$ cat config.mk
export PLATFORM = sky130hd
export DESIGN_NAME = ppo_port_pin_override
export DESIGN_NICKNAME = d
export VERILOG_FILES = /design/src/verilog/ppo_port_pin_override.v
export VERILOG_INCLUDE_DIRS = /design/src /design/src/verilog
export SDC_FILE = /design/constraint.sdc
export NUM_CORES = 1
export LEC_CHECK = 0
export ABC_AREA = 0
export BUFFER_PORTS_ARGS = -buffer_cell sky130_fd_sc_hd__buf_4
export CORE_ASPECT_RATIO = 1.4
export CORE_MARGIN = 2
export CORE_UTILIZATION = 50
export DETAILED_ROUTE_END_ITERATION = 10
export PLACE_DENSITY = 0.75
export SLEW_MARGIN = 15
export SYNTH_ARGS = -nofsm -noshare
export SYNTH_HDL_FRONTEND = slang
export SYNTH_SLANG_ARGS = --single-unit
$ cat constraint.sdc
create_clock -name I_CLOCK -period 2.11 [get_ports I_CLOCK]
set_clock_uncertainty 0.15 [all_clocks]
set_input_delay 0.1055 -clock I_CLOCK [delete_from_list [all_inputs] [get_ports I_CLOCK]]
set_output_delay 0.1055 -clock I_CLOCK [all_outputs]
set_load 0.02 [all_outputs]
$ cat src/verilog/ppo_defines.vh
`ifndef PPO_DEFINES_VH
`define PPO_DEFINES_VH

// Register indices; byte address is four times the index
`define PPO_IX_B_SAMPLE 5'h03
`define PPO_IX_B_DIR 5'h04
`define PPO_IX_B_DATA 5'h05
`define PPO_IX_C_SAMPLE 5'h06
`define PPO_IX_C_DIR 5'h07
`define PPO_IX_C_DATA 5'h08
`define PPO_IX_D_SAMPLE 5'h09
`define PPO_IX_D_DIR 5'h0A
`define PPO_IX_D_DATA 5'h0B
`define PPO_IX_CORE_CTRL 5'h0C
`define PPO_IX_IRQ_STATUS 5'h0D
`define PPO_IX_IRQ_MASK 5'h0E
`define PPO_IX_PC_MASK 5'h0F
`define PPO_IX_PC_CTRL 5'h10

// Field positions
`define PPO_BIT_PULLUP_OFF 4
`define PPO_BIT_PC_GROUP1 1
`define PPO_BIT_PC_GROUP2 2
`define PPO_PC_C_UNUSED 7
`define PPO_PD_RX 0
`define PPO_PD_TX 1
`define PPO_PD_EXT0 2
`define PPO_PD_EXT1 3
`define PPO_PD_SCK 4
`define PPO_PD_T0B 5
`define PPO_PD_T0A 6
`define PPO_PD_T2B 3

// Reset values
`define PPO_RST_BYTE 8'h00
`define PPO_RST_C 7'h00

// Bus answers
`define PPO_RESP_OKAY 2'h0
`define PPO_RESP_SLVERR 2'h2

`endif

$ cat src/verilog/ppo_port_pin_override.v
// How it works
// RULE1: Transmitter forces pin D1 output, value, pull-up off
// RULE2: Receiver forces pin D0 to input
// RULE3: Forced D0 input keeps data-bit pull-up control
// RULE4: Global pull-up disable kills all pull-ups
// RULE5: Software sets D3 direction for compare output
// RULE6: D3, D2 serve external interrupts one, zero
// RULE7: Port D pins map to change sources 16-23
// RULE8: D6, D5 compare outputs; D4 serial clock
// RULE9: Change mask or external enable forces input
// RULE10: Sample registers read-only, return pin levels
// RULE11: Port C data seven bits, bit 7 zero
// RULE12: Port D direction eight bits, one is output
// RULE13: Port C bit 7 writes ignored, reads zero
`include "ppo_defines.vh"
`default_nettype none

module ppo_port_pin_override #(
	parameter ADDR_W = 8
) (
	input wire I_CLOCK,
	input wire I_RSTN,
	input wire [ADDR_W-1:0] I_AWADDR,
	input wire I_AWVALID,
	output wire O_AWREADY,
	input wire [31:0] I_WDATA,
	input wire [3:0] I_WSTRB,
	input wire I_WVALID,
	output wire O_WREADY,
	output wire [1:0] O_BRESP,
	output wire O_BVALID,
	input wire I_BREADY,
	input wire [ADDR_W-1:0] I_ARADDR,
	input wire I_ARVALID,
	output wire O_ARREADY,
	output wire [31:0] O_RDATA,
	output wire [1:0] O_RRESP,
	output wire O_RVALID,
	input wire I_RREADY,
	input wire [7:0] I_PB_IN,
	input wire [6:0] I_PC_IN,
	input wire [7:0] I_PD_IN,
	input wire I_SLEEP,
	input wire I_TRANSMITTER_ON,
	input wire I_TX_DATA,
	input wire I_RECEIVER_ON,
	input wire I_SYNC_MODE_SELECT,
	input wire I_SERIAL_CLOCK_OUT,
	input wire I_TIMER0_COMPARE_A_EN,
	input wire I_TIMER0_COMPARE_A_OUT,
	input wire I_TIMER0_COMPARE_B_EN,
	input wire I_TIMER0_COMPARE_B_OUT,
	input wire I_TIMER2_COMPARE_B_EN,
	input wire I_TIMER2_COMPARE_B_OUT,
	input wire I_EXT_IRQ_ZERO_EN,
	input wire I_EXT_IRQ_ONE_EN,
	output wire [7:0] O_PB_OUT,
	output wire [7:0] O_PB_OE_N,
	output wire [7:0] O_PB_PULLUP,
	output wire [6:0] O_PC_OUT,
	output wire [6:0] O_PC_OE_N,
	output wire [6:0] O_PC_PULLUP,
	output wire [7:0] O_PD_OUT,
	output wire [7:0] O_PD_OE_N,
	output wire [7:0] O_PD_PULLUP,
	output wire [23:16] O_PIN_CHANGE_SRC,
	output wire O_EXT_IRQ_ZERO_IN,
	output wire O_EXT_IRQ_ONE_IN,
	output wire O_RX_DATA,
	output wire O_IRQ
);

	// Synchronisers; first stage feeds only the second
	reg [7:0] sync1_b_r;
	reg [7:0] sync2_b_r;
	reg [6:0] sync1_c_r;
	reg [6:0] sync2_c_r;
	reg [7:0] sync1_d_r;
	reg [7:0] sync2_d_r;

	reg [7:0] port_b_direction_r, port_b_output_data_r;
	reg [6:0] port_c_direction_r, port_c_output_data_r;
	reg [7:0] port_d_direction_r, port_d_output_data_r;
	reg [7:0] port_b_pin_sample_r;
	reg [6:0] port_c_pin_sample_r;
	reg [7:0] port_d_pin_sample_r;
	reg [7:0] core_control_r;
	reg [7:0] irq_status_r, irq_mask_r;
	reg [7:0] pin_change_mask_r, pin_change_ctrl_r;

	reg [7:0] pb_out_r, pb_oe_n_r, pb_pu_r;
	reg [6:0] pc_out_r, pc_oe_n_r, pc_pu_r;
	reg [7:0] pd_out_r, pd_oe_n_r, pd_pu_r;
	reg irq_r;

	reg aw_held_r;
	reg w_held_r;
	reg bvalid_r;
	reg rvalid_r;
	// Ready outputs are flops too, loaded with their next value
	reg awready_r;
	reg wready_r;
	reg arready_r;
	reg [4:0] aw_idx_r;
	reg [7:0] wdata_r;
	reg wstrb0_r;
	reg [1:0] bresp_r, rresp_r;
	reg [7:0] rdata_r;

	wire pullup_off = core_control_r[`PPO_BIT_PULLUP_OFF];
	wire pc_group2 = pin_change_ctrl_r[`PPO_BIT_PC_GROUP2];

	// Pin override logic for port D
	reg [7:0] pd_dir, pd_val, pd_pu, pd_die_ovr;
	always @* begin
		pd_dir = port_d_direction_r; // RULE12
		pd_val = port_d_output_data_r;
		if (I_TRANSMITTER_ON) begin
			pd_dir[`PPO_PD_TX] = 1'b1; // RULE1
			pd_val[`PPO_PD_TX] = I_TX_DATA; // RULE1
		end
		if (I_RECEIVER_ON)
			pd_dir[`PPO_PD_RX] = 1'b0; // RULE2
		// Direction stays with software: override only the value
		if (I_TIMER2_COMPARE_B_EN)
			pd_val[`PPO_PD_T2B] = I_TIMER2_COMPARE_B_OUT; // RULE5
		if (I_TIMER0_COMPARE_A_EN)
			pd_val[`PPO_PD_T0A] = I_TIMER0_COMPARE_A_OUT; // RULE8
		if (I_TIMER0_COMPARE_B_EN)
			pd_val[`PPO_PD_T0B] = I_TIMER0_COMPARE_B_OUT; // RULE8
		if (I_SYNC_MODE_SELECT)
			pd_val[`PPO_PD_SCK] = I_SERIAL_CLOCK_OUT; // RULE8
		// D0 under the receiver keeps its data-bit pull-up path
		pd_pu = ~pd_dir & port_d_output_data_r &
			{8{~pullup_off}}; // RULE3 RULE4
		if (I_TRANSMITTER_ON)
			pd_pu[`PPO_PD_TX] = 1'b0; // RULE1
		pd_die_ovr = pin_change_mask_r & {8{pc_group2}}; // RULE9
		pd_die_ovr[`PPO_PD_EXT0] = pd_die_ovr[`PPO_PD_EXT0] |
			I_EXT_IRQ_ZERO_EN; // RULE6 RULE9
		pd_die_ovr[`PPO_PD_EXT1] = pd_die_ovr[`PPO_PD_EXT1] |
			I_EXT_IRQ_ONE_EN; // RULE6 RULE9
	end

	// Sleep gates digital inputs unless an override holds them on
	wire [7:0] pd_die = {8{~I_SLEEP}} | pd_die_ovr;
	wire [7:0] pd_sample_nxt = sync2_d_r & pd_die;
	wire [7:0] pc_event = (pd_sample_nxt ^ port_d_pin_sample_r) &
		pin_change_mask_r & {8{pc_group2}}; // RULE7

	// Bus decode
	wire aw_take = I_AWVALID & ~aw_held_r & ~bvalid_r;
	wire w_take = I_WVALID & ~w_held_r & ~bvalid_r;
	wire do_write = aw_held_r & w_held_r & ~bvalid_r;
	wire wr_en = do_write & wstrb0_r;
	wire ar_take = I_ARVALID & ~rvalid_r;
	wire [4:0] ar_idx = I_ARADDR[6:2];
	wire ar_hi = |(I_ARADDR >> 7);
	wire aw_ok = aw_idx_r >= `PPO_IX_B_SAMPLE &&
		aw_idx_r <= `PPO_IX_PC_CTRL;
	// Next handshake state, so the ready flops match the combined view
	wire aw_held_nxt = ~do_write & (aw_held_r | aw_take);
	wire w_held_nxt = ~do_write & (w_held_r | w_take);
	wire bvalid_nxt = do_write | (bvalid_r & ~I_BREADY);
	wire rvalid_nxt = ar_take | (rvalid_r & ~I_RREADY);

	wire [7:0] status_clr = (wr_en &&
		aw_idx_r == `PPO_IX_IRQ_STATUS) ? wdata_r : 8'h00;
	// A change in the same cycle as a clear stays set
	wire [7:0] irq_status_nxt = (irq_status_r & ~status_clr) |
		pc_event;

	reg [7:0] rd_val;
	reg rd_ok;
	always @* begin
		rd_ok = ~ar_hi;
		rd_val = `PPO_RST_BYTE;
		case (ar_idx)
		`PPO_IX_B_SAMPLE: rd_val = port_b_pin_sample_r; // RULE10
		`PPO_IX_B_DIR: rd_val = port_b_direction_r;
		`PPO_IX_B_DATA: rd_val = port_b_output_data_r;
		`PPO_IX_C_SAMPLE: rd_val = {1'b0, port_c_pin_sample_r};
		`PPO_IX_C_DIR: rd_val = {1'b0, port_c_direction_r}; // RULE13
		`PPO_IX_C_DATA:
			rd_val = {1'b0, port_c_output_data_r}; // RULE11 RULE13
		`PPO_IX_D_SAMPLE: rd_val = port_d_pin_sample_r; // RULE10
		`PPO_IX_D_DIR: rd_val = port_d_direction_r;
		`PPO_IX_D_DATA: rd_val = port_d_output_data_r;
		`PPO_IX_CORE_CTRL: rd_val = core_control_r;
		`PPO_IX_IRQ_STATUS: rd_val = irq_status_r;
		`PPO_IX_IRQ_MASK: rd_val = irq_mask_r;
		`PPO_IX_PC_MASK: rd_val = pin_change_mask_r;
		`PPO_IX_PC_CTRL: rd_val = pin_change_ctrl_r;
		default: rd_ok = 1'b0;
		endcase
	end

	always @(posedge I_CLOCK) begin
		if (!I_RSTN) begin
			sync1_b_r <= `PPO_RST_BYTE;
			sync2_b_r <= `PPO_RST_BYTE;
			sync1_c_r <= `PPO_RST_C;
			sync2_c_r <= `PPO_RST_C;
			sync1_d_r <= `PPO_RST_BYTE;
			sync2_d_r <= `PPO_RST_BYTE;
			port_b_pin_sample_r <= `PPO_RST_BYTE;
			port_c_pin_sample_r <= `PPO_RST_C;
			port_d_pin_sample_r <= `PPO_RST_BYTE;
		end else begin
			sync1_b_r <= I_PB_IN;
			sync2_b_r <= sync1_b_r;
			sync1_c_r <= I_PC_IN;
			sync2_c_r <= sync1_c_r;
			sync1_d_r <= I_PD_IN;
			sync2_d_r <= sync1_d_r;
			port_b_pin_sample_r <= sync2_b_r & {8{~I_SLEEP}}; // RULE10
			port_c_pin_sample_r <= sync2_c_r & {7{~I_SLEEP}}; // RULE10
			port_d_pin_sample_r <= pd_sample_nxt; // RULE10
		end
	end

	// Register file
	always @(posedge I_CLOCK) begin
		if (!I_RSTN) begin
			port_b_direction_r <= `PPO_RST_BYTE;
			port_b_output_data_r <= `PPO_RST_BYTE;
			port_c_direction_r <= `PPO_RST_C;
			port_c_output_data_r <= `PPO_RST_C;
			port_d_direction_r <= `PPO_RST_BYTE;
			port_d_output_data_r <= `PPO_RST_BYTE;
			core_control_r <= `PPO_RST_BYTE;
			irq_status_r <= `PPO_RST_BYTE;
			irq_mask_r <= `PPO_RST_BYTE;
			pin_change_mask_r <= `PPO_RST_BYTE;
			pin_change_ctrl_r <= `PPO_RST_BYTE;
		end else begin
			irq_status_r <= irq_status_nxt;
			if (wr_en) begin
				case (aw_idx_r)
				`PPO_IX_B_DIR: port_b_direction_r <= wdata_r;
				`PPO_IX_B_DATA: port_b_output_data_r <= wdata_r;
				`PPO_IX_C_DIR:
					port_c_direction_r <= wdata_r[6:0]; // RULE13
				`PPO_IX_C_DATA:
					port_c_output_data_r <= wdata_r[6:0]; // RULE11
				`PPO_IX_D_DIR: port_d_direction_r <= wdata_r; // RULE12
				`PPO_IX_D_DATA: port_d_output_data_r <= wdata_r;
				`PPO_IX_CORE_CTRL: core_control_r <= wdata_r;
				`PPO_IX_IRQ_MASK: irq_mask_r <= wdata_r;
				`PPO_IX_PC_MASK: pin_change_mask_r <= wdata_r;
				`PPO_IX_PC_CTRL: pin_change_ctrl_r <= wdata_r;
				default: ;
				endcase
			end
		end
	end

	// AXI4-Lite slave; address and data may come in either order
	always @(posedge I_CLOCK) begin
		if (!I_RSTN) begin
			aw_held_r <= 1'b0;
			w_held_r <= 1'b0;
			bvalid_r <= 1'b0;
			rvalid_r <= 1'b0;
			aw_idx_r <= 5'h00;
			wdata_r <= `PPO_RST_BYTE;
			wstrb0_r <= 1'b0;
			bresp_r <= `PPO_RESP_OKAY;
			rresp_r <= `PPO_RESP_OKAY;
			rdata_r <= `PPO_RST_BYTE;
		end else begin
			if (aw_take) begin
				aw_held_r <= 1'b1;
				aw_idx_r <= I_AWADDR[6:2];
			end
			if (w_take) begin
				w_held_r <= 1'b1;
				wdata_r <= I_WDATA[7:0];
				wstrb0_r <= I_WSTRB[0];
			end
			if (do_write) begin
				aw_held_r <= 1'b0;
				w_held_r <= 1'b0;
				bvalid_r <= 1'b1;
				// Sample registers are mapped but read-only
				bresp_r <= aw_ok ? `PPO_RESP_OKAY : `PPO_RESP_SLVERR;
			end else if (bvalid_r && I_BREADY)
				bvalid_r <= 1'b0;
			if (ar_take) begin
				rvalid_r <= 1'b1;
				rdata_r <= rd_val;
				rresp_r <= rd_ok ? `PPO_RESP_OKAY : `PPO_RESP_SLVERR;
			end else if (rvalid_r && I_RREADY)
				rvalid_r <= 1'b0;
		end
	end

	// Ready flags registered; reset leaves every channel open
	always @(posedge I_CLOCK) begin
		if (!I_RSTN) begin
			awready_r <= 1'b1;
			wready_r <= 1'b1;
			arready_r <= 1'b1;
		end else begin
			awready_r <= ~aw_held_nxt & ~bvalid_nxt;
			wready_r <= ~w_held_nxt & ~bvalid_nxt;
			arready_r <= ~rvalid_nxt;
		end
	end

	// Pin drivers registered so pads never see decode glitches
	always @(posedge I_CLOCK) begin
		if (!I_RSTN) begin
			pb_out_r <= `PPO_RST_BYTE;
			pb_oe_n_r <= 8'hFF;
			pb_pu_r <= `PPO_RST_BYTE;
			pc_out_r <= `PPO_RST_C;
			pc_oe_n_r <= 7'h7F;
			pc_pu_r <= `PPO_RST_C;
			pd_out_r <= `PPO_RST_BYTE;
			pd_oe_n_r <= 8'hFF;
			pd_pu_r <= `PPO_RST_BYTE;
			irq_r <= 1'b0;
		end else begin
			pb_out_r <= port_b_output_data_r;
			pb_oe_n_r <= ~port_b_direction_r;
			pb_pu_r <= ~port_b_direction_r & port_b_output_data_r &
				{8{~pullup_off}}; // RULE4
			pc_out_r <= port_c_output_data_r;
			pc_oe_n_r <= ~port_c_direction_r;
			pc_pu_r <= ~port_c_direction_r & port_c_output_data_r &
				{7{~pullup_off}}; // RULE4
			pd_out_r <= pd_val;
			pd_oe_n_r <= ~pd_dir;
			pd_pu_r <= pd_pu;
			irq_r <= |(irq_status_nxt & irq_mask_r);
		end
	end

	assign O_AWREADY = awready_r;
	assign O_WREADY = wready_r;
	assign O_BVALID = bvalid_r;
	assign O_BRESP = bresp_r;
	assign O_ARREADY = arready_r;
	assign O_RVALID = rvalid_r;
	assign O_RRESP = rresp_r;
	assign O_RDATA = {24'h000000, rdata_r};
	assign O_PB_OUT = pb_out_r;
	assign O_PB_OE_N = pb_oe_n_r;
	assign O_PB_PULLUP = pb_pu_r;
	assign O_PC_OUT = pc_out_r;
	assign O_PC_OE_N = pc_oe_n_r;
	assign O_PC_PULLUP = pc_pu_r;
	assign O_PD_OUT = pd_out_r;
	assign O_PD_OE_N = pd_oe_n_r;
	assign O_PD_PULLUP = pd_pu_r;
	assign O_PIN_CHANGE_SRC = port_d_pin_sample_r; // RULE7
	assign O_EXT_IRQ_ZERO_IN = port_d_pin_sample_r[`PPO_PD_EXT0]; // RULE6
	assign O_EXT_IRQ_ONE_IN = port_d_pin_sample_r[`PPO_PD_EXT1]; // RULE6
	assign O_RX_DATA = port_d_pin_sample_r[`PPO_PD_RX];
	assign O_IRQ = irq_r;

endmodule // ppo_port_pin_override

`default_nettype wire

==> summary.txt <==
Power and ir drop
  – Internal power: 0.00763 W
  – Power Dens Cells: 808 nW/µm²
  – Switch share: 22.3%
  – Comb pwr share: 6.8%
  – Lkg Pwr: 5.04 nW
  – Sequential Power Share: 50.5%
  – P_sw: 0.00218 W
  – Clock power share: 42.7%
  – Max VDD drop: 0.723 mV
  – Overall power: 0.00981 W

Route
  – DRC: 0
  – Starting DRT DRC Count: 632
  – Via/cell ratio: 5.16
  – Pre-antenna DRT Iters: 7
  – Final wirelength: 25300 µm
  – ANT nets after route: 0
  – Routed vias: 7318
  – Wire per inst: 17.9 µm

Timing
  – Setup tns final: 0 ns
  – Hold violation count in the final report: 0
  – Final WS setup: 0.134 ns
  – Worst Tran Pin Value: 0.659 ns
  – Post-route clock period utilization: 93.7%
  – Final Setup Violations: 0
  – Max_slew headroom: 55.9%
  – Fmax achieved: 506 MHz
  – Slew Viols, Final: 0
  – RSZ-0062 raised after global routing: no
  – Hold WS: 0.0453 ns
  – Tmin final: 1.98 ns

Logic synthesis
  – Synthesized instance count: 918
  – Post-Synthesis Cell Area: 9150 µm²
  – Mean post-synth cell area: 9.96 µm²
  – Sequential fraction of the synthesis area: 56.0%
  – Leading area contributor after synthesis: dfxtp_1
  – Yosys warns: 0
  – Netlist cell types: 45
  – Synthesized flop and latch total: 256
  – Top cells by area, synth: dfxtp_1 56%, mux2i_1 11%, and2_1 5.6%
  – Top-area cell type share of the netlist area: 56.0%

Placement
  – Detailed placement HPWL: 17600 µm
  – Routability Congestion: 0.993
  – DP Area: 10800 µm²
  – Pre-CTS setup slack: 0.143 ns
  – IO buf count: 159

Clocking
  – H-tree levels: 1
  – CTS sink count: 256
  – Worst-path clk slew: 0.06 ns
  – Clock latency on the worst-skew pair: 0.51 ns
  – CTS root buffer: clkbuf_16
  – Longest Clk Path Bufs: 3
  – CTS tree: done
  – Total CTS buffers: 23

Worst setup path
  – Critical path class: flip-flop to flip-flop
  – Max incr delay on CP: 0.39 ns
  – CP Capture Type: flip-flop
  – Worst path top cell family by delay: compound AO/OA/AOI/OAI gates
  – Bufs and invs on worst path: 1
  – Critical Path AT: 2.20 ns
  – CP Launch Type: flip-flop
  – Worst Path Max Fanout: 12
  – CP max stage cell: a222oi_1
  – CP required: 2.33 ns
  – Worst path cell trace: and4b_1, nand4b_2, buf_4, o21ai_1, nand2_1, a222oi_1, a31oi_1

GRT
  – Tot GR Track Use: 26.0%
  – Congestion Overflow GR: 0
  – First-pass GRT wire length: 39400 µm
  – Vias in the first global route: 7002
  – Largest net degree at the start of global routing: 61
  – Antenna violations before repair: 0

Finish
  – Fillers: 1382
  – Share of layout cells above drive strength 1: 22.0%
  – Synthesis-to-layout area growth: 32.8%
  – Fin nets: 1257
  – Non-Filler Cell Area, Final: 12100 µm²
  – Inserted Diodes: 0

Floorplanning
  – Die height: 164 µm
  – Floorplan core area: 17900 µm²
  – Top Ports: 218
  – Starting Density: 51.0%
  – Die Width: 118 µm
  – Cell Rows: 58
  – Die area: 19400 µm²

Flow run
  – Max cap viols: 0

Hold path
  – Hold Path Class: primary input to flip-flop

Outcome
  – Outcome: complete, no violations
-- logic make-up after synthesis --
family	after synthesis	share of synthesized area, %
flip-flops	256	56.0
buffers and inverters	85	4.75
other	1	0.0410
multiplexers	97	10.6
AND/OR/NAND/NOR	357	19.9
AO/OA/AOI/OAI	114	7.92
XOR/XNOR	8	0.766
-- per-layer routing --
metal / GRT usage [%] / up-vias / part of all wire, %
li1: - / 3527 / -
met1: 31.6 / 3428 / 40
met2: 47.0 / 314 / 51
met3: 3.68 / 49 / 7.1
met4: 8.71 / 0 / 2.6
met5: 0 / - / 0
-- power by group through the flow --
| stage | Combinational (W) | Sequential [W] | Clock, W |
|---|---|---|---|
| final | 0.000669 | 0.00496 | 0.00419 |
| after global routing | 0.000716 | 0.00496 | 0.00447 |
| after CTS | 0.000659 | 0.00495 | 0.00422 |
| after detailed placement | 0.000570 | 0.00506 | 0 |
| after global placement | 0.000564 | 0.00506 | 0 |
| after floorplan | 0.000329 | 0.00508 | 0 |
-- per-stage QoR --
stage / std cells / util, %
2_1_floorplan: 943 / -
3_3_place_gp: 1316 / 60.2
3_5_place_dp: 1316 / 60.2
4_1_cts: 1417 / 67.8
5_1_grt: 1417 / 67.8
6_report: 1417 / 67.8
-- placed cells by master (no fill, tap or decap), drive strengths merged, types with 3 or more instances in the layout --
cell / n
nand3: 16
nand2: 89
o21ai: 34
clkbuf: 32
and2: 82
nor3b: 22
nand2b: 6
a31oi: 4
clkinvlp: 4
nor2: 114
inv: 10
nor3: 11
conb: 26
a21oi: 27
dlygate4sd3: 60
a222oi: 9
nand3b: 3
mux2i: 97
a22oi: 32
nor2b: 3
xor2: 6
dfxtp: 256
buf: 209
-- layout make-up --
class	instances	area, µm²	share of cell area, %
Clock buffer	32	649	5.35
Clock inverter	9	109	0.896
Inverter	9	33.8	0.278
Multi-Input combinational cell	602	3690	30.3
Sequential cell	256	5120	42.2
Tap cell	240	300	2.47
Timing Repair Buffer	269	2240	18.5
-- cell usage after synthesis, drive strengths merged --
library cell  number
buf               35
or3                2
a222oi             9
nand3             16
nor2             114
and2              82
a22oi             32
and4b              1
o21ai             34
o211ai             2
nand3b             3
a311oi             1
nand2b             6
or3b               2
nor4               1
nand4              1
xor2               6
a31oi              4
nand4b             1
inv                9
clkbuf            41
mux2i             97
nor2b              3
nor3              11
o21bai             1
a21o               1
a21oi             27
a2111oi            1
conb               1
or2                1
and2b              1
nor4b              1
dfxtp            256
xnor2              2
nor3b             22
a211oi             1
nand2             89
a22o               1
-- worst register-to-register path: stages (launching register included) --
cell and delay [ns]:
dfxtp_1 0.32, and4b_1 0.30, nand4b_2 0.11, buf_4 0.20
o21ai_1 0.18, nand2_1 0.07, a222oi_1 0.39, a31oi_1 0.13
-- timing repair --
action / CTS / global route
resized for setup: 0 / 2
hold endpoints to repair: 96 / 0
setup buffers: 0 / 0
hold buffers: 60 / 0
setup endpoints to repair: 0 / 1
-- worst paths after layout --
path                startpoint                      to  slack [ns]  depth (start not counted)
setup / recovery      O_BVALID                   O_IRQ        0.13                          7
hold / removal       I_ARVALID               O_ARREADY        0.05                          4
setup reg to reg      O_BVALID                   O_IRQ        0.13                          7
hold reg to reg   sync2_b_r[3]  port_b_pin_sample_r[3]        0.27                          1
(Power assumes the default switching activity.)
